### src/param_extraction_pkg.sv
// constants and types shared by the parameter extraction sequencer
package param_extraction_pkg;

	// ****************************************************************
	// timing
	// ****************************************************************
	localparam int CLK_MHZ           = 100;
	localparam int DETECT_TIMEOUT_US = 10000;
	localparam int DETECT_TIMEOUT_CYC = DETECT_TIMEOUT_US * CLK_MHZ;
	localparam int TIMER_W           = 20;
	localparam int DECAY_RATIO       = 3;

	// ****************************************************************
	// open loop defaults when the normal settings are chosen
	// ****************************************************************
	localparam int OL_CURR_PCT  = 80;
	localparam int OL_SPEED_PCT = 50;
	localparam int PCT_FULL     = 100;

	// ****************************************************************
	// field widths and reset values
	// ****************************************************************
	localparam int CUR_W   = 8;
	localparam int RPT_W   = 3;
	localparam int SPD_W   = 16;
	localparam int PAR_W   = 16;
	localparam int CODE_W  = 8;
	localparam int MV_W    = 16;
	localparam logic [CUR_W-1:0] CUR_RST = 8'h00;
	localparam logic [SPD_W-1:0] SPD_RST = 16'h0000;

	// ****************************************************************
	// back-emf constant lookup, in 0.1 mV/Hz: start code, base, step
	// ****************************************************************
	localparam int SEG_N = 8;
	localparam logic [7:0] SEG_START [SEG_N] = '{8'h05, 8'h38, 8'h92, 8'h9C,
		8'hAB, 8'hD2, 8'hED, 8'hFF};
	localparam logic [15:0] SEG_BASE [SEG_N] = '{16'h0000, 16'h0069, 16'h0262,
		16'h02D0, 16'h041A, 16'h12C0, 16'h2904, 16'h4E20};
	localparam logic [15:0] SEG_STEP [SEG_N] = '{16'h0002, 16'h0005, 16'h000A,
		16'h0014, 16'h0032, 16'h00C8, 16'h01F4, 16'h0000};

	// ****************************************************************
	// sequencer states and step codes
	// ****************************************************************
	typedef enum logic [2:0] {
		ST_IDLE   = 3'b000,
		ST_DETECT = 3'b001,
		ST_ACCEL  = 3'b010,
		ST_RAMP   = 3'b011,
		ST_COAST  = 3'b100,
		ST_RUN    = 3'b101,
		ST_FAULT  = 3'b110
	} seq_state_e;

endpackage : param_extraction_pkg

### src/bemf_const_lookup.sv
// decodes the 8-bit back-emf constant code into 0.1 mV/Hz units
`timescale 1ns/10ps
module bemf_const_lookup (
	input  wire logic                                   sys_clk,
	input  wire logic                                   reset_n,
	input  wire logic [param_extraction_pkg::CODE_W-1:0] code,
	output logic      [param_extraction_pkg::MV_W-1:0]   bemf_tenth_mv
);

	// ****************************************************************
	// piecewise table
	// ****************************************************************
	// codes below the first segment decode to zero; segment steps grow with the code, except the last segment (code FF), whose step is zero
	function automatic logic [15:0] decode(input logic [7:0] c);
		logic [15:0] v;
		logic [7:0]  d;
		v = 16'h0000;
		d = 8'h00;
		for (int i = 0; i < param_extraction_pkg::SEG_N; i++) begin
			if (c >= param_extraction_pkg::SEG_START[i]) begin
				d = c - param_extraction_pkg::SEG_START[i];
				v = param_extraction_pkg::SEG_BASE[i]
					+ 16'(d * param_extraction_pkg::SEG_STEP[i]);
			end
		end
		return v;
	endfunction : decode

	logic [15:0] mv_nxt;

	always_comb begin
		mv_nxt = decode(code);
	end

	always_ff @(posedge sys_clk or negedge reset_n) begin
		if (!reset_n) begin
			bemf_tenth_mv <= 16'h0000;
		end else begin
			bemf_tenth_mv <= mv_nxt;
		end
	end

endmodule : bemf_const_lookup

### src/detect_fault_monitor.sv
// watches one position detection run for timeout and slow current decay
`timescale 1ns/10ps
module detect_fault_monitor #(
	parameter int TIMEOUT_CYC = param_extraction_pkg::DETECT_TIMEOUT_CYC
) (
	input  wire logic sys_clk,
	input  wire logic reset_n,
	input  wire logic detect_active,
	input  wire logic ramp_phase,
	input  wire logic decay_phase,
	output logic      fault_seen
);

	localparam int TW = param_extraction_pkg::TIMER_W;

	logic [TW-1:0] timer_r, timer_nxt;
	logic [TW-1:0] ramp_r, ramp_nxt;
	logic [TW+1:0] decay_r, decay_nxt;
	logic          fault_r, fault_nxt;

	// ****************************************************************
	// counters, cleared whenever detection is not running
	// ****************************************************************
	always_comb begin
		timer_nxt = '0;
		ramp_nxt  = '0;
		decay_nxt = '0;
		fault_nxt = 1'b0;
		if (detect_active) begin
			timer_nxt = (timer_r == TW'(TIMEOUT_CYC)) ? timer_r : timer_r + 1'b1;
			ramp_nxt  = (ramp_phase && !(&ramp_r)) ? ramp_r + 1'b1 : ramp_r;
			decay_nxt = (decay_phase && !(&decay_r)) ? decay_r + 1'b1 : decay_r;
			// decay is compared against three ramp-up lengths
			fault_nxt = (timer_r == TW'(TIMEOUT_CYC))
				|| (decay_r > (TW+2)'(ramp_r) * (TW+2)'(param_extraction_pkg::DECAY_RATIO));
		end
	end

	always_ff @(posedge sys_clk or negedge reset_n) begin
		if (!reset_n) begin
			timer_r <= '0;
			ramp_r  <= '0;
			decay_r <= '0;
			fault_r <= 1'b0;
		end else begin
			timer_r <= timer_nxt;
			ramp_r  <= ramp_nxt;
			decay_r <= decay_nxt;
			fault_r <= fault_nxt;
		end
	end

	assign fault_seen = fault_r;

endmodule : detect_fault_monitor

### src/param_extraction_seq.sv
// offline motor parameter extraction sequencer
// ********************************************************************
// ********************************************************************
`timescale 1ns/10ps
module param_extraction_seq #(
	parameter int DETECT_TIMEOUT_CYC = param_extraction_pkg::DETECT_TIMEOUT_CYC
) (
	input  wire logic                                  sys_clk,
	input  wire logic                                  reset_n,
	input  wire logic                                  extraction_command,
	input  wire logic [param_extraction_pkg::SPD_W-1:0] target_speed,
	input  wire logic [param_extraction_pkg::SPD_W-1:0] max_speed,
	input  wire logic                                  resistance_measure_en,
	input  wire logic                                  inductance_measure_en,
	input  wire logic                                  bemf_const_measure_en,
	input  wire logic                                  mechanical_measure_en,
	input  wire logic                                  write_shadow_en,
	input  wire logic [param_extraction_pkg::PAR_W-1:0] winding_resistance_cfg,
	input  wire logic [param_extraction_pkg::PAR_W-1:0] winding_inductance_cfg,
	input  wire logic [param_extraction_pkg::CODE_W-1:0] bemf_constant_code,
	input  wire logic [param_extraction_pkg::PAR_W-1:0] speed_loop_kp_cfg,
	input  wire logic [param_extraction_pkg::PAR_W-1:0] speed_loop_ki_cfg,
	input  wire logic                                  detect_source_select,
	input  wire logic [param_extraction_pkg::CUR_W-1:0] extract_detect_current_limit,
	input  wire logic [param_extraction_pkg::RPT_W-1:0] extract_detect_repeat,
	input  wire logic [param_extraction_pkg::CUR_W-1:0] normal_detect_current_thr,
	input  wire logic [param_extraction_pkg::RPT_W-1:0] normal_detect_repeat,
	input  wire logic                                  open_loop_param_select,
	input  wire logic [param_extraction_pkg::PAR_W-1:0] extract_ol_slew,
	input  wire logic [param_extraction_pkg::CUR_W-1:0] extract_ol_current_ref,
	input  wire logic [param_extraction_pkg::SPD_W-1:0] extract_ol_speed_ref,
	input  wire logic [param_extraction_pkg::PAR_W-1:0] open_loop_accel_coef1,
	input  wire logic [param_extraction_pkg::PAR_W-1:0] open_loop_accel_coef2,
	input  wire logic [param_extraction_pkg::CUR_W-1:0] phase_current_limit,
	input  wire logic [param_extraction_pkg::MV_W-1:0]  stationary_detect_threshold,
	input  wire logic                                  fault_clear,
	input  wire logic                                  step_done,
	input  wire logic                                  detect_ramp_phase,
	input  wire logic                                  detect_decay_phase,
	input  wire logic [param_extraction_pkg::PAR_W-1:0] resistance_est,
	input  wire logic [param_extraction_pkg::PAR_W-1:0] inductance_est,
	input  wire logic [param_extraction_pkg::CODE_W-1:0] bemf_code_est,
	input  wire logic [param_extraction_pkg::PAR_W-1:0] speed_kp_est,
	input  wire logic [param_extraction_pkg::PAR_W-1:0] speed_ki_est,
	input  wire logic [param_extraction_pkg::MV_W-1:0]  bemf_measured,
	output logic [2:0]                                 step_code,
	output logic                                       seq_busy,
	output logic                                       drive_hiz,
	output logic                                       normal_run_en,
	output logic [param_extraction_pkg::CUR_W-1:0]      detect_current_limit,
	output logic [param_extraction_pkg::RPT_W-1:0]      detect_repeat,
	output logic [param_extraction_pkg::PAR_W-1:0]      ol_slew_coef1,
	output logic [param_extraction_pkg::PAR_W-1:0]      ol_slew_coef2,
	output logic [param_extraction_pkg::CUR_W-1:0]      ol_current_ref,
	output logic [param_extraction_pkg::SPD_W-1:0]      ol_speed_ref,
	output logic                                       current_min_search,
	output logic                                       mech_measure_active,
	output logic                                       detect_extraction_fault,
	output logic                                       bemf_extraction_fault,
	output logic [param_extraction_pkg::PAR_W-1:0]      eff_resistance,
	output logic [param_extraction_pkg::PAR_W-1:0]      eff_inductance,
	output logic [param_extraction_pkg::CODE_W-1:0]     eff_bemf_code,
	output logic [param_extraction_pkg::MV_W-1:0]       eff_bemf_tenth_mv,
	output logic [param_extraction_pkg::PAR_W-1:0]      eff_speed_kp,
	output logic [param_extraction_pkg::PAR_W-1:0]      eff_speed_ki
);

	localparam int PW = param_extraction_pkg::PAR_W;
	localparam int CW = param_extraction_pkg::CUR_W;
	localparam int SW = param_extraction_pkg::SPD_W;

	param_extraction_pkg::seq_state_e state_r, state_nxt;

	logic gains_zero;
	logic mech_on;
	logic run_detect;
	logic run_accel;
	logic detect_fault_seen;
	logic start_req;

	// ****************************************************************
	// step conditions
	// ****************************************************************
	always_comb begin
		gains_zero = (speed_loop_kp_cfg == '0) && (speed_loop_ki_cfg == '0);
		mech_on    = mechanical_measure_en || gains_zero;
		run_detect = resistance_measure_en || inductance_measure_en
			|| (winding_resistance_cfg == '0)
			|| (winding_inductance_cfg == '0);
		run_accel  = bemf_const_measure_en || mech_on;
		start_req  = extraction_command || (target_speed != '0);
	end

	// first enabled step at or after the given one, coast always runs
	function automatic param_extraction_pkg::seq_state_e
		pick_step(input logic [1:0] from, input logic det, input logic acc,
			input logic mech);
		param_extraction_pkg::seq_state_e s;
		s = param_extraction_pkg::ST_COAST;
		if (from <= 2'd2 && mech && acc) begin
			s = param_extraction_pkg::ST_RAMP;
		end
		if (from <= 2'd1 && acc) begin
			s = param_extraction_pkg::ST_ACCEL;
		end
		if (from == 2'd0 && det) begin
			s = param_extraction_pkg::ST_DETECT;
		end
		return s;
	endfunction : pick_step

	// ****************************************************************
	// sequencer
	// ****************************************************************
	logic det_fault_r, det_fault_nxt;
	logic bemf_fault_r, bemf_fault_nxt;
	logic det_fault_set;
	logic bemf_fault_set;

	always_comb begin
		state_nxt      = state_r;
		det_fault_set  = 1'b0;
		bemf_fault_set = 1'b0;
		case (state_r)
			param_extraction_pkg::ST_IDLE: begin
				if (start_req) begin
					state_nxt = pick_step(2'd0, run_detect, run_accel, mech_on);
				end
			end
			param_extraction_pkg::ST_DETECT: begin
				if (detect_fault_seen) begin
					det_fault_set = 1'b1;
					state_nxt     = param_extraction_pkg::ST_FAULT;
				end else if (step_done) begin
					state_nxt = pick_step(2'd1, run_detect, run_accel, mech_on);
				end
			end
			param_extraction_pkg::ST_ACCEL: begin
				if (step_done) begin
					// ramp down is bypassed without mechanical measurement
					state_nxt = pick_step(2'd2, run_detect, run_accel, mech_on);
				end
			end
			param_extraction_pkg::ST_RAMP: begin
				if (step_done) begin
					state_nxt = param_extraction_pkg::ST_COAST;
				end
			end
			param_extraction_pkg::ST_COAST: begin
				if (step_done) begin
					if (bemf_measured < stationary_detect_threshold) begin
						bemf_fault_set = 1'b1;
						state_nxt      = param_extraction_pkg::ST_FAULT;
					end else if (target_speed != '0) begin
						state_nxt = param_extraction_pkg::ST_RUN;
					end else begin
						state_nxt = param_extraction_pkg::ST_IDLE;
					end
				end
			end
			param_extraction_pkg::ST_RUN: begin
				if (target_speed == '0) begin
					state_nxt = param_extraction_pkg::ST_IDLE;
				end
			end
			param_extraction_pkg::ST_FAULT: begin
				if (fault_clear && !det_fault_set && !bemf_fault_set) begin
					state_nxt = param_extraction_pkg::ST_IDLE;
				end
			end
			default: begin
				state_nxt = param_extraction_pkg::ST_IDLE;
			end
		endcase
		// a fault raised in the clearing cycle stays set
		det_fault_nxt  = det_fault_set || (det_fault_r && !fault_clear);
		bemf_fault_nxt = bemf_fault_set || (bemf_fault_r && !fault_clear);
	end

	always_ff @(posedge sys_clk or negedge reset_n) begin
		if (!reset_n) begin
			state_r      <= param_extraction_pkg::ST_IDLE;
			det_fault_r  <= 1'b0;
			bemf_fault_r <= 1'b0;
		end else begin
			state_r      <= state_nxt;
			det_fault_r  <= det_fault_nxt;
			bemf_fault_r <= bemf_fault_nxt;
		end
	end

	detect_fault_monitor #(
		.TIMEOUT_CYC (DETECT_TIMEOUT_CYC)
	) u_detect_mon (
		.sys_clk       (sys_clk),
		.reset_n       (reset_n),
		.detect_active (state_r == param_extraction_pkg::ST_DETECT),
		.ramp_phase    (detect_ramp_phase),
		.decay_phase   (detect_decay_phase),
		.fault_seen    (detect_fault_seen)
	);

	// ****************************************************************
	// setting selection, registered every cycle
	// ****************************************************************
	logic [CW-1:0] det_lim_nxt, ol_cur_nxt;
	logic [2:0]    det_rpt_nxt;
	logic [PW-1:0] coef1_nxt, coef2_nxt;
	logic [SW-1:0] ol_spd_nxt;
	logic [CW+7:0] cur_prod;
	logic [SW+7:0] spd_prod;

	always_comb begin
		cur_prod = (CW+8)'(phase_current_limit) * (CW+8)'(param_extraction_pkg::OL_CURR_PCT);
		spd_prod = (SW+8)'(max_speed) * (SW+8)'(param_extraction_pkg::OL_SPEED_PCT);
		if (detect_source_select) begin
			det_lim_nxt = extract_detect_current_limit;
			det_rpt_nxt = extract_detect_repeat;
		end else begin
			det_lim_nxt = normal_detect_current_thr;
			det_rpt_nxt = normal_detect_repeat;
		end
		if (open_loop_param_select) begin
			coef1_nxt  = extract_ol_slew;
			coef2_nxt  = '0;
			ol_cur_nxt = extract_ol_current_ref;
			ol_spd_nxt = extract_ol_speed_ref;
		end else begin
			coef1_nxt  = open_loop_accel_coef1;
			coef2_nxt  = open_loop_accel_coef2;
			ol_cur_nxt = CW'(cur_prod / (CW+8)'(param_extraction_pkg::PCT_FULL));
			ol_spd_nxt = SW'(spd_prod / (SW+8)'(param_extraction_pkg::PCT_FULL));
		end
	end

	// ****************************************************************
	// effective parameters: stored zero or shadow write takes estimate
	// ****************************************************************
	logic [PW-1:0] eff_r_nxt, eff_l_nxt, eff_kp_nxt, eff_ki_nxt;
	logic [7:0]    eff_ke_nxt;

	always_comb begin
		eff_r_nxt  = (write_shadow_en || winding_resistance_cfg == '0)
			? resistance_est : winding_resistance_cfg;
		eff_l_nxt  = (write_shadow_en || winding_inductance_cfg == '0)
			? inductance_est : winding_inductance_cfg;
		eff_ke_nxt = (write_shadow_en || bemf_constant_code == '0)
			? bemf_code_est : bemf_constant_code;
		eff_kp_nxt = (write_shadow_en || speed_loop_kp_cfg == '0)
			? speed_kp_est : speed_loop_kp_cfg;
		eff_ki_nxt = (write_shadow_en || speed_loop_ki_cfg == '0)
			? speed_ki_est : speed_loop_ki_cfg;
	end

	always_ff @(posedge sys_clk or negedge reset_n) begin
		if (!reset_n) begin
			detect_current_limit <= param_extraction_pkg::CUR_RST;
			detect_repeat        <= '0;
			ol_slew_coef1        <= '0;
			ol_slew_coef2        <= '0;
			ol_current_ref       <= param_extraction_pkg::CUR_RST;
			ol_speed_ref         <= param_extraction_pkg::SPD_RST;
			eff_resistance       <= '0;
			eff_inductance       <= '0;
			eff_bemf_code        <= '0;
			eff_speed_kp         <= '0;
			eff_speed_ki         <= '0;
		end else begin
			detect_current_limit <= det_lim_nxt;
			detect_repeat        <= det_rpt_nxt;
			ol_slew_coef1        <= coef1_nxt;
			ol_slew_coef2        <= coef2_nxt;
			ol_current_ref       <= ol_cur_nxt;
			ol_speed_ref         <= ol_spd_nxt;
			eff_resistance       <= eff_r_nxt;
			eff_inductance       <= eff_l_nxt;
			eff_bemf_code        <= eff_ke_nxt;
			eff_speed_kp         <= eff_kp_nxt;
			eff_speed_ki         <= eff_ki_nxt;
		end
	end

	bemf_const_lookup u_ke_lookup (
		.sys_clk       (sys_clk),
		.reset_n       (reset_n),
		.code          (eff_bemf_code),
		.bemf_tenth_mv (eff_bemf_tenth_mv)
	);

	// ****************************************************************
	// status and drive outputs
	// ****************************************************************
	// the closed loop is held off for the whole sequence so it never
	// fights the open-loop drive or the coasting measurement
	always_comb begin
		step_code          = state_r;
		seq_busy           = (state_r != param_extraction_pkg::ST_IDLE)
			&& (state_r != param_extraction_pkg::ST_RUN);
		normal_run_en      = (state_r == param_extraction_pkg::ST_RUN);
		drive_hiz          = (state_r == param_extraction_pkg::ST_COAST)
			|| (state_r == param_extraction_pkg::ST_FAULT);
		current_min_search = (state_r == param_extraction_pkg::ST_RAMP);
		mech_measure_active = (state_r == param_extraction_pkg::ST_COAST) && mech_on;
		detect_extraction_fault = det_fault_r;
		bemf_extraction_fault   = bemf_fault_r;
	end

endmodule : param_extraction_seq

### config.mk
export PLATFORM = sky130hd
export DESIGN_NAME = param_extraction_seq
export DESIGN_NICKNAME = d
export VERILOG_FILES = /design/src/param_extraction_pkg.sv /design/src/bemf_const_lookup.sv /design/src/detect_fault_monitor.sv /design/src/param_extraction_seq.sv
export SDC_FILE = /design/constraint.sdc
export NUM_CORES = 1
export LEC_CHECK = 0
export ABC_AREA = 1
export BUFFER_PORTS_ARGS = -buffer_cell sky130_fd_sc_hd__clkbuf_2
export CAP_MARGIN = 25
export CORE_MARGIN = 1
export CORE_UTILIZATION = 35
export CTS_BUF_LIST = sky130_fd_sc_hd__clkbuf_4 sky130_fd_sc_hd__clkbuf_8 sky130_fd_sc_hd__clkbuf_16
export DETAILED_ROUTE_END_ITERATION = 10
export GPL_ROUTABILITY_DRIVEN = 0
export HOLD_SLACK_MARGIN = 0.08
export SYNTH_ARGS = -nofsm -noshare
export SYNTH_HDL_FRONTEND = slang
export SYNTH_SLANG_ARGS = --single-unit
### constraint.sdc
create_clock -name sys_clk -period 17.5 [get_ports sys_clk]
set_input_delay 3.5 -clock sys_clk [delete_from_list [all_inputs] [get_ports sys_clk]]
set_output_delay 3.5 -clock sys_clk [all_outputs]
set_load 0.05 [all_outputs]
### After elaboration in Yosys (flattened, before gate mapping)

Cells that the tools add are included.

* register bits after elaboration: 223
* bits of input ports: 324
* output and inout port bits: 165
* logic and storage cells: 157

* add/subtract/negate cells: 16
* multiply operators: 9
* div/mod/pow operators: 2
* order comparisons: 10
* eq/ne operators: 18
* mux-type cells: 45
* reductions and logical operators: 38

Operator list (count)
* 16-bit 2-to-1 mux: 14
* 16-bit zero test: 5
* 20-bit 2-to-1 mux: 4
* 8-bit >= comparator (second input constant): 6
* 8-bit by 3-bit multiplier with 11-bit output (second input constant): 4
* 22-bit 2-to-1 mux: 2
* 3-bit 2-to-1 mux: 14
* 20-bit by 1-bit adder with 20-bit output (second input constant): 2
* 8-bit subtractor (second input constant): 5
* 8-bit by 5-bit multiplier with 13-bit output (second input constant): 2
* 22-bit by 7-bit divider with 24-bit output (second input constant): 1
* 8-bit 2-to-1 mux: 3
* 22-bit by 1-bit adder with 22-bit output (second input constant): 1
* 22-bit greater-than comparator: 1
* 20-bit by 2-bit multiplier with 22-bit output (second input constant): 1
* 22-bit AND reduction: 1
* 16-bit by 5-bit multiplier with 21-bit output (second input constant): 1
* 3-bit one-hot mux with 7 select lines: 1
* 20-bit equality test (second input constant): 1
* 20-bit AND reduction: 1
* 13-bit by 16-bit adder with 16-bit output (first input constant): 1
* 14-bit by 16-bit adder with 16-bit output (first input constant): 1
* 15-bit by 7-bit divider with 16-bit output (second input constant): 1
* 16-bit less-than comparator: 1
* other kinds (25): 64

### Logic depth before layout (Yosys ltp)

Gate-level depths: netlist of run 1.

* depth in word-level cells: 10
* gate-level depth with buffers: 95
* depth with buffers taken out: 95

### By module

From an unflattened synthesis of run 1, not the netlist that was laid out.

* cells, all modules: 3385
* area, all modules: 23919.2 sq um

By module, submodules not included
* param_extraction_seq: instances 1, cells each 1450, area each 11284.6 sq um, sequential area each 3603.5 sq um
* bemf_const_lookup: instances 1, cells each 1109, area each 7199.4 sq um, sequential area each 400.4 sq um
* detect_fault_monitor: instances 1, cells each 826, area each 5435.2 sq um, sequential area each 1576.5 sq um

### Worst setup path before layout of run 1

OpenSTA, ideal clock, no wires.

* path kind: input -> register
* from: input max_speed[6] (netlist name)
* to: register ol_speed_ref[0] (netlist name)
* library setup time: 0.117 ns
* arrival: 11.567 ns
* required time: 17.383 ns
* setup slack: 5.815 ns
* cell stages on the path: 82
* buffers on the path: 0
* cell sequence: ha_1 > ha_1 > inv_1 > fa_1 > inv_1 > ha_1 > nand2_1 > inv_2 > a21oi_1 > nand2_2 > nand3_1 > nand3_1 > xnor2_1 > nand4_1 > nand2_2 > nand2_2 > nand2_1 > nand2_1 > [... 46 more ...] > nand2_1 > nand2_2 > nor2_4 > nand2_4 > nand2_4 > nand2_1 > nand2_2 > nor2_2 > nand2_2 > nand2_4 > nand2_2 > nand2_1 > nor2_1 > nand2_1 > o21ai_0 > nand2_1 > nand3_1 > nand2_1

* word-level cells in the longest chain between the ends: 3

RTL lines
* from (decl): RTL line param_extraction_seq.sv:12 `input wire logic [param_extraction_pkg::SPD_W-1:0] max_speed,`
* 16-bit by 5-bit multiplier with 21-bit output: RTL line param_extraction_seq.sv:215 `spd_prod = (SW+8)'(max_speed) * (SW+8)'(param_extraction_pkg::OL_SPEED_PCT);`
* 22-bit by 7-bit divider with 24-bit output: RTL line param_extraction_seq.sv:232 `ol_spd_nxt = SW'(spd_prod / (SW+8)'(param_extraction_pkg::PCT_FULL));`
* 16-bit 2-to-1 mux: RTL line param_extraction_seq.sv:223 `if (open_loop_param_select) begin`
* net ol_spd_nxt[0]: RTL line param_extraction_seq.sv:209 `logic [SW-1:0] ol_spd_nxt;`
* to (signal assigned): RTL line param_extraction_seq.sv:262 `ol_speed_ref <= param_extraction_pkg::SPD_RST;`
* to (signal assigned): RTL line param_extraction_seq.sv:274 `ol_speed_ref <= ol_spd_nxt;`
* to (decl): RTL line param_extraction_seq.sv:55 `output logic [param_extraction_pkg::SPD_W-1:0] ol_speed_ref,`

The timed path passes the listed nets, and every way through them passes these cells.
A chain may end at the register's enable or synchronous reset.

### Final worst setup path of run 1

* from: input max_speed[8] (netlist name)
* to: register ol_speed_ref[0] (netlist name)

The elaborated chain is that of the path after synthesis.

==> results of run 1 <==
==> worst max-delay path, delay by kind of cell <==
kind | cells | cell delay [ps]
compound gates | 2 | 460
buf+inv | 5 | 390
fa+ha+maj | 4 | 1420
simple gates | 72 | 7200
==> routing by layer <==
layer / global-route usage, % / share of wire, % / vias to the layer above
met3: 4.97 / 6.7 / 102
met2: 33.8 / 45 / 472
met5: 0 / 0.19 / -
li1: - / - / 10500
met4: 5.05 / 2.3 / 18
met1: 27.7 / 46 / 9300
==> layout by cell type, fill, tap and decap left out, types with 11 or more instances in the layout <==
cell	instances
o211ai_1	11
xor2_1	81
dfrtp_1	223
xnor2_1	38
fa_1	43
o21bai_1	14
or2_2	11
o21ai_0	152
nand2_4	12
a31oi_1	26
inv_2	21
buf_4	14
clkbuf_16	29
mux2_2	74
inv_1	512
a21oi_1	164
nand2_1	575
nor4_1	25
nand3_1	128
clkbuf_2	487
nor3_1	46
nand4_1	42
ha_1	273
nand2_2	50
nor2_1	229
==> flip-flops by register name, summed over array words and instances (netlist names) <==
signal and cells:
eff_speed_ki 16, ol_speed_ref 16, u_ke_lookup.bemf_tenth_mv 16, eff_inductance 16
detect_repeat 3, eff_resistance 16, u_detect_mon.fault_seen 1, u_detect_mon.ramp_r 20
u_detect_mon.decay_r 22, step_code 3, detect_extraction_fault 1, eff_bemf_code 8
ol_slew_coef2 16, detect_current_limit 8, eff_speed_kp 16, ol_slew_coef1 16
ol_current_ref 8, bemf_extraction_fault 1, u_detect_mon.timer_r 20
==> metrics by stage <==
| step | hold slack (ps) | std cells | utilization, % | instance area, sq um | worst slack (ps) |
|---|---|---|---|---|---|
| finish | 500 | 4216 | 43.0 | 26100 | 5010 |
| global route | 520 | 4213 | 42.9 | 26100 | 3890 |
| CTS | 502 | 4213 | 42.9 | 26100 | 5050 |
| detailed placement | 470 | 4159 | 41.3 | 25000 | 4480 |
| global placement | 477 | 4159 | 41.3 | 25000 | 4720 |
| floorplan | 455 | 2911 | - | 21600 | 5820 |
==> logic make-up (layout without fill, tap and decap cells) <==
| family | count (synthesis) | after routing | synth area share, % |
|---|---|---|---|
| AND/OR/NAND/NOR | 1163 | 1163 | 24.1 |
| buffers and inverters | 573 | 1093 | 9.96 |
| XOR/XNOR | 119 | 119 | 4.82 |
| adder cells (fa/ha/maj) | 316 | 316 | 19.8 |
| other | 0 | 3 | 0 |
| multiplexers | 75 | 75 | 3.90 |
| flip-flops | 223 | 223 | 25.8 |
| AO/OA/AOI/OAI | 442 | 442 | 11.6 |
==> cell type report <==
cell class,instances,area (sq um)
fill,6273,34600
multi-input combinational,2115,13900
sequential,223,5580
timing repair buffer,502,2560
inverter,537,2020
tap,782,978
clock buffer,36,803
clock inverter,18,218
antenna,3,7.51
==> how the worst min path moves through the flow <==
| stage | endpoint | slack, ps | depth (start not counted) |
|---|---|---|---|
| final | u_detect_mon.ramp_r[16]$_DFFE_PN0P_ | 500 | 1 |
| after global routing | u_detect_mon.ramp_r[4]$_DFFE_PN0P_ | 520 | 1 |
| after CTS | detect_extraction_fault$_DFF_PN0_ | 500 | 2 |
| after detailed placement | detect_extraction_fault$_DFF_PN0_ | 470 | 2 |
| after global placement | detect_extraction_fault$_DFF_PN0_ | 480 | 2 |
| after floorplan | detect_extraction_fault$_DFF_PN0_ | 450 | 2 |
==> results.json, run 1 <==
{
  "status": "complete, no violations",
  "synth_fp_nets": 3551,
  "grt.total_usage_pct": 20.8,
  "yosys-top-cells-area": "dfrtp_1, ha_1, nand2_1",
  "path_class": "primary input to flip-flop",
  "cts_tree": "built",
  "cts.htree.levels": 1,
  "die_h_microns": 251,
  "via_count": 20400,
  "syn_area_sq_um": 21600,
  "post-dp-hpwl_microns": 55000,
  "avgSynthCellArea_sq_um": 7.43,
  "num_rows": 90,
  "ys_seq_elements": 223,
  "netlist_instances": 2911,
  "cts-resized-gates": 0,
  "synth_top_cell_by_area": "dfrtp_1",
  "yosysSeqAreaShare_pct": 25.8,
  "drt_iter0_drc": 1053,
  "dieArea_sq_um": 62800,
  "synth_ff_type": "dfrtp_1",
  "cpPeakStageDelay_ps": 490,
  "numCtsBuffers": 29,
  "crit_arrival_ps": 13010,
  "cp-end-kind": "flip-flop",
  "max_cap_viol_count": 0,
  "hold_start": "u_detect_mon.ramp_r[16]$_DFFE_PN0P_",
  "grt_overflow": 0,
  "cts.clk_slew.worst_paths_ps": 60,
  "hold_class": "flip-flop to flip-flop",
  "regToRegStartpoint": "eff_bemf_code[1]$_DFF_PN0_",
  "skew_ps": 22.7,
  "slowest_stage": "fa_1",
  "rsz0062_at_grt": "no",
  "grt_start_max_net_pins": 108,
  "startpoint": "max_speed[8]",
  "r2r_slack_ps": 11180,
  "port_buffers": 488,
  "initial_core_util_pct": 35.6,
  "grt_antenna_before_repair": 16,
  "max_freq_mhz": 80.1,
  "yosysMostFrequentCell": "nand2_1",
  "yosys.cell_types.count": 58,
  "ioPinCount": 489,
  "setup-tns-final_ps": 0,
  "reg2reg_depth": 23,
  "finalSetupViolations": 0,
  "ant_nets": 0,
  "core_area_sq_um": 60700,
  "rr_endpoint": "u_ke_lookup.bemf_tenth_mv[14]$_DFF_PN0_",
  "post_cts_buffers": 0,
  "finalCritPeriodShare_pct": 71.4,
  "drt_pass1_iterations": 5,
  "cts_buffer_depth": 3,
  "route.detailed.drc": 0,
  "cts_root_buf": "clkbuf_16",
  "post_route_cells_drive_above_1_share_pct": 22.0,
  "start_kind": "primary input",
  "async_flop_share_pct": 100,
  "fin_crit_ps": 12490,
  "fp.dieW_microns": 251,
  "synth_top_cell_area_share_pct": 25.8,
  "wl_microns": 66400,
  "finalHoldViolations": 0,
  "yosys_warnings": 0,
  "insertion_delay_ps": 590,
  "worst_pin_slew_ps": 885,
  "synthTopCellsByCount": "nand2_1, inv_1, ha_1, nor2_1, dfrtp_1",
  "cp_max_fo": 6,
  "area_growth_syn_to_layout_pct": 20.5,
  "grt_pass1_vias": 19700,
  "drv_slew": 0,
  "slew_headroom_pct": 39.5,
  "crit_end": "ol_speed_ref[0]$_DFF_PN0_",
  "nets": 4048,
  "synth-edff-count": 0,
  "grt_pass1_wl_microns": 104000,
  "vias_per_cell": 4.84,
  "cts_hold_buf": 0,
  "cts_sinks": 223,
  "crit_required_ps": 18020,
  "wl_per_cell_microns": 15.7
}
Power of run 1 is left out: the tool's default activity adds up to more than one toggle a clock period on the data nets, which glitch-free logic cannot reach.
==> run 2: changes to the inputs <==
clock period = 10.3 ns   (was 17.5 ns; I/O delays follow)
==> run 2 against run 1 <==
The flow now finishes with violations (setup timing). Sequential share of layout area decreased by 2.0 points. Critical path depth is 3 lower. Cell area increased by 10%. Via count up 4.6%. First-iteration DRC count up 4.9%. Register-to-register slack worse by 7200 ps. Critical path type unchanged. Critical endpoint unchanged. Highest routed layer unchanged.
==> results.json, run 2 (synthesis gave the netlist of run 1 again) <==
{
  "finalCritPeriodShare_pct": 103,
  "met2_length_microns": 32600,
  "hold_class": "flip-flop to flip-flop",
  "cts_tree": "built",
  "wl_per_cell_microns": 15.8,
  "path_common_cell": "nand2_4",
  "wl_met1_microns": 31400,
  "cts_hold_buf": 0,
  "die_h_microns": 251,
  "grt.total_usage_pct": 21.2,
  "drt_pass1_iterations": 6,
  "worst_pin_slew_ps": 908,
  "drv_slew": 0,
  "status": "finished, violations left",
  "hold_ws_ps": 489,
  "cp-end-kind": "flip-flop",
  "post-dp-hpwl_microns": 55600,
  "route.detailed.drc": 0,
  "num_rows": 90,
  "cts.clk_slew.worst_paths_ps": 60,
  "cts_root_buf": "clkbuf_16",
  "max_cap_viol_count": 0,
  "numCtsBuffers": 28,
  "grt_pass1_vias": 20600,
  "crit_arrival_ps": 11080,
  "top_regs": "u_detect_mon.decay_r (22), u_detect_mon.ramp_r (20), u_detect_mon.timer_r (20)",
  "insertion_delay_ps": 580,
  "cpLargestDelayFamily": "simple AND/OR/NAND/NOR gates",
  "port_buffers": 488,
  "fin_crit_ps": 10570,
  "top_register": "u_detect_mon.decay_r",
  "path_class": "primary input to flip-flop",
  "drt_iter0_drc": 1105,
  "grt_antenna_before_repair": 11,
  "ant_nets": 0,
  "crit_required_ps": 10810,
  "via_count": 21300,
  "cp_max_fo": 6,
  "post_route_cells_drive_above_1_share_pct": 31.1,
  "rsz0062_at_grt": "yes",
  "grt_start_max_net_pins": 104,
  "cts.htree.levels": 1,
  "nets": 4237,
  "vias_per_cell": 4.85,
  "final_cell_mix": "nand2_1, inv_1, clkbuf_2",
  "grt_overflow": 0,
  "mostFrequentLayoutCell": "nand2_1",
  "slew_headroom_pct": 39.0,
  "violations": "setup timing",
  "dieArea_sq_um": 62800,
  "skew_ps": 13.3,
  "initial_core_util_pct": 35.6,
  "grt_pass1_wl_microns": 107000,
  "start_kind": "primary input",
  "core_area_sq_um": 60700,
  "finalSetupViolations": 2,
  "ioPinCount": 489,
  "cts_buffer_depth": 3,
  "routed.top_layer": "met5",
  "slowest_stage": "fa_1",
  "max_freq_mhz": 94.6,
  "cts_sinks": 223,
  "wl_microns": 69600,
  "cpPeakStageDelay_ps": 490,
  "wl_met3_microns": 4130,
  "area_growth_syn_to_layout_pct": 33.1,
  "finalHoldViolations": 0,
  "crit_buf_inv": 4,
  "largest_reg_flops": 22,
  "fin_ws_ps": -270,
  "fp.dieW_microns": 251
}
run 2: changes by cell type in the layout (fill, tap and decap cells not counted), moves of 29 or more:
cell	previous run	this run
ha_4	0	32
nand2_4	12	59
nand2_1	575	497
ha_1	273	239
nand2_2	50	79
buf_4	14	205
run 2: final cells by class:
class	count	area, sq um
Antenna cell	2	5.00
Clock buffer	39	815
Clock inverter	12	214
Fill cell	5998	31900
Inverter	537	2030
Multi-Input combinational cell	2115	15100
Sequential cell	223	5580
Tap cell	782	978
Timing Repair Buffer	692	4050
run 2: tightest hold or removal path: stages, from the launching register on:
cell and delay [ps]:
dfrtp_1 340, nand2_1 60, nand2_1 60
run 2: metal layers:
layer | GRT usage, % | up-vias
li1 | - | 10900
met3 | 4.22 | 97
met2 | 35.5 | 502
met1 | 28.1 | 9839
met5 | 0 | -
met4 | 4.31 | 14
run 2: stage by stage:
| stage | std cells | instance area [sq um] | TNS (ps) | utilization, % | worst slack [ps] |
|---|---|---|---|---|---|
| finish | 4402 | 28800 | -528 | 47.4 | -270 |
| global route | 4400 | 28800 | -2400 | 47.4 | -913 |
| CTS | 4374 | 27700 | 0 | 45.6 | 0.586 |
| detailed placement | 4312 | 26200 | -2270 | 43.2 | -907 |
| global placement | 4312 | 26200 | -1700 | 43.2 | -714 |
| floorplan | 2911 | 21600 | 0 | - | 55.3 |
run 2: final timing paths:
kind / startpoint / depth (start not counted) / end / slack [ps]
min in group asynchronous: reset_n / 1 / eff_resistance[2]$_DFF_PN0_ / 1540
min reg2reg: detect_extraction_fault$_DFF_PN0_ / 2 / detect_extraction_fault$_DFF_PN0_ / 490
min: detect_extraction_fault$_DFF_PN0_ / 2 / detect_extraction_fault$_DFF_PN0_ / 490
max in group asynchronous: reset_n / 2 / ol_current_ref[3]$_DFF_PN0_ / 7300
max: max_speed[7] / 80 / ol_speed_ref[0]$_DFF_PN0_ / -270
max reg2reg: eff_bemf_code[1]$_DFF_PN0_ / 23 / u_ke_lookup.bemf_tenth_mv[14]$_DFF_PN0_ / 4010
run 2: timing repair:
action                     in CTS  in global routing
resized for setup              78                234
setup endpoints to repair       2                  6
pin swaps                      36                153
setup buffers                  11                 26
Power of run 2 is left out for the same reason.
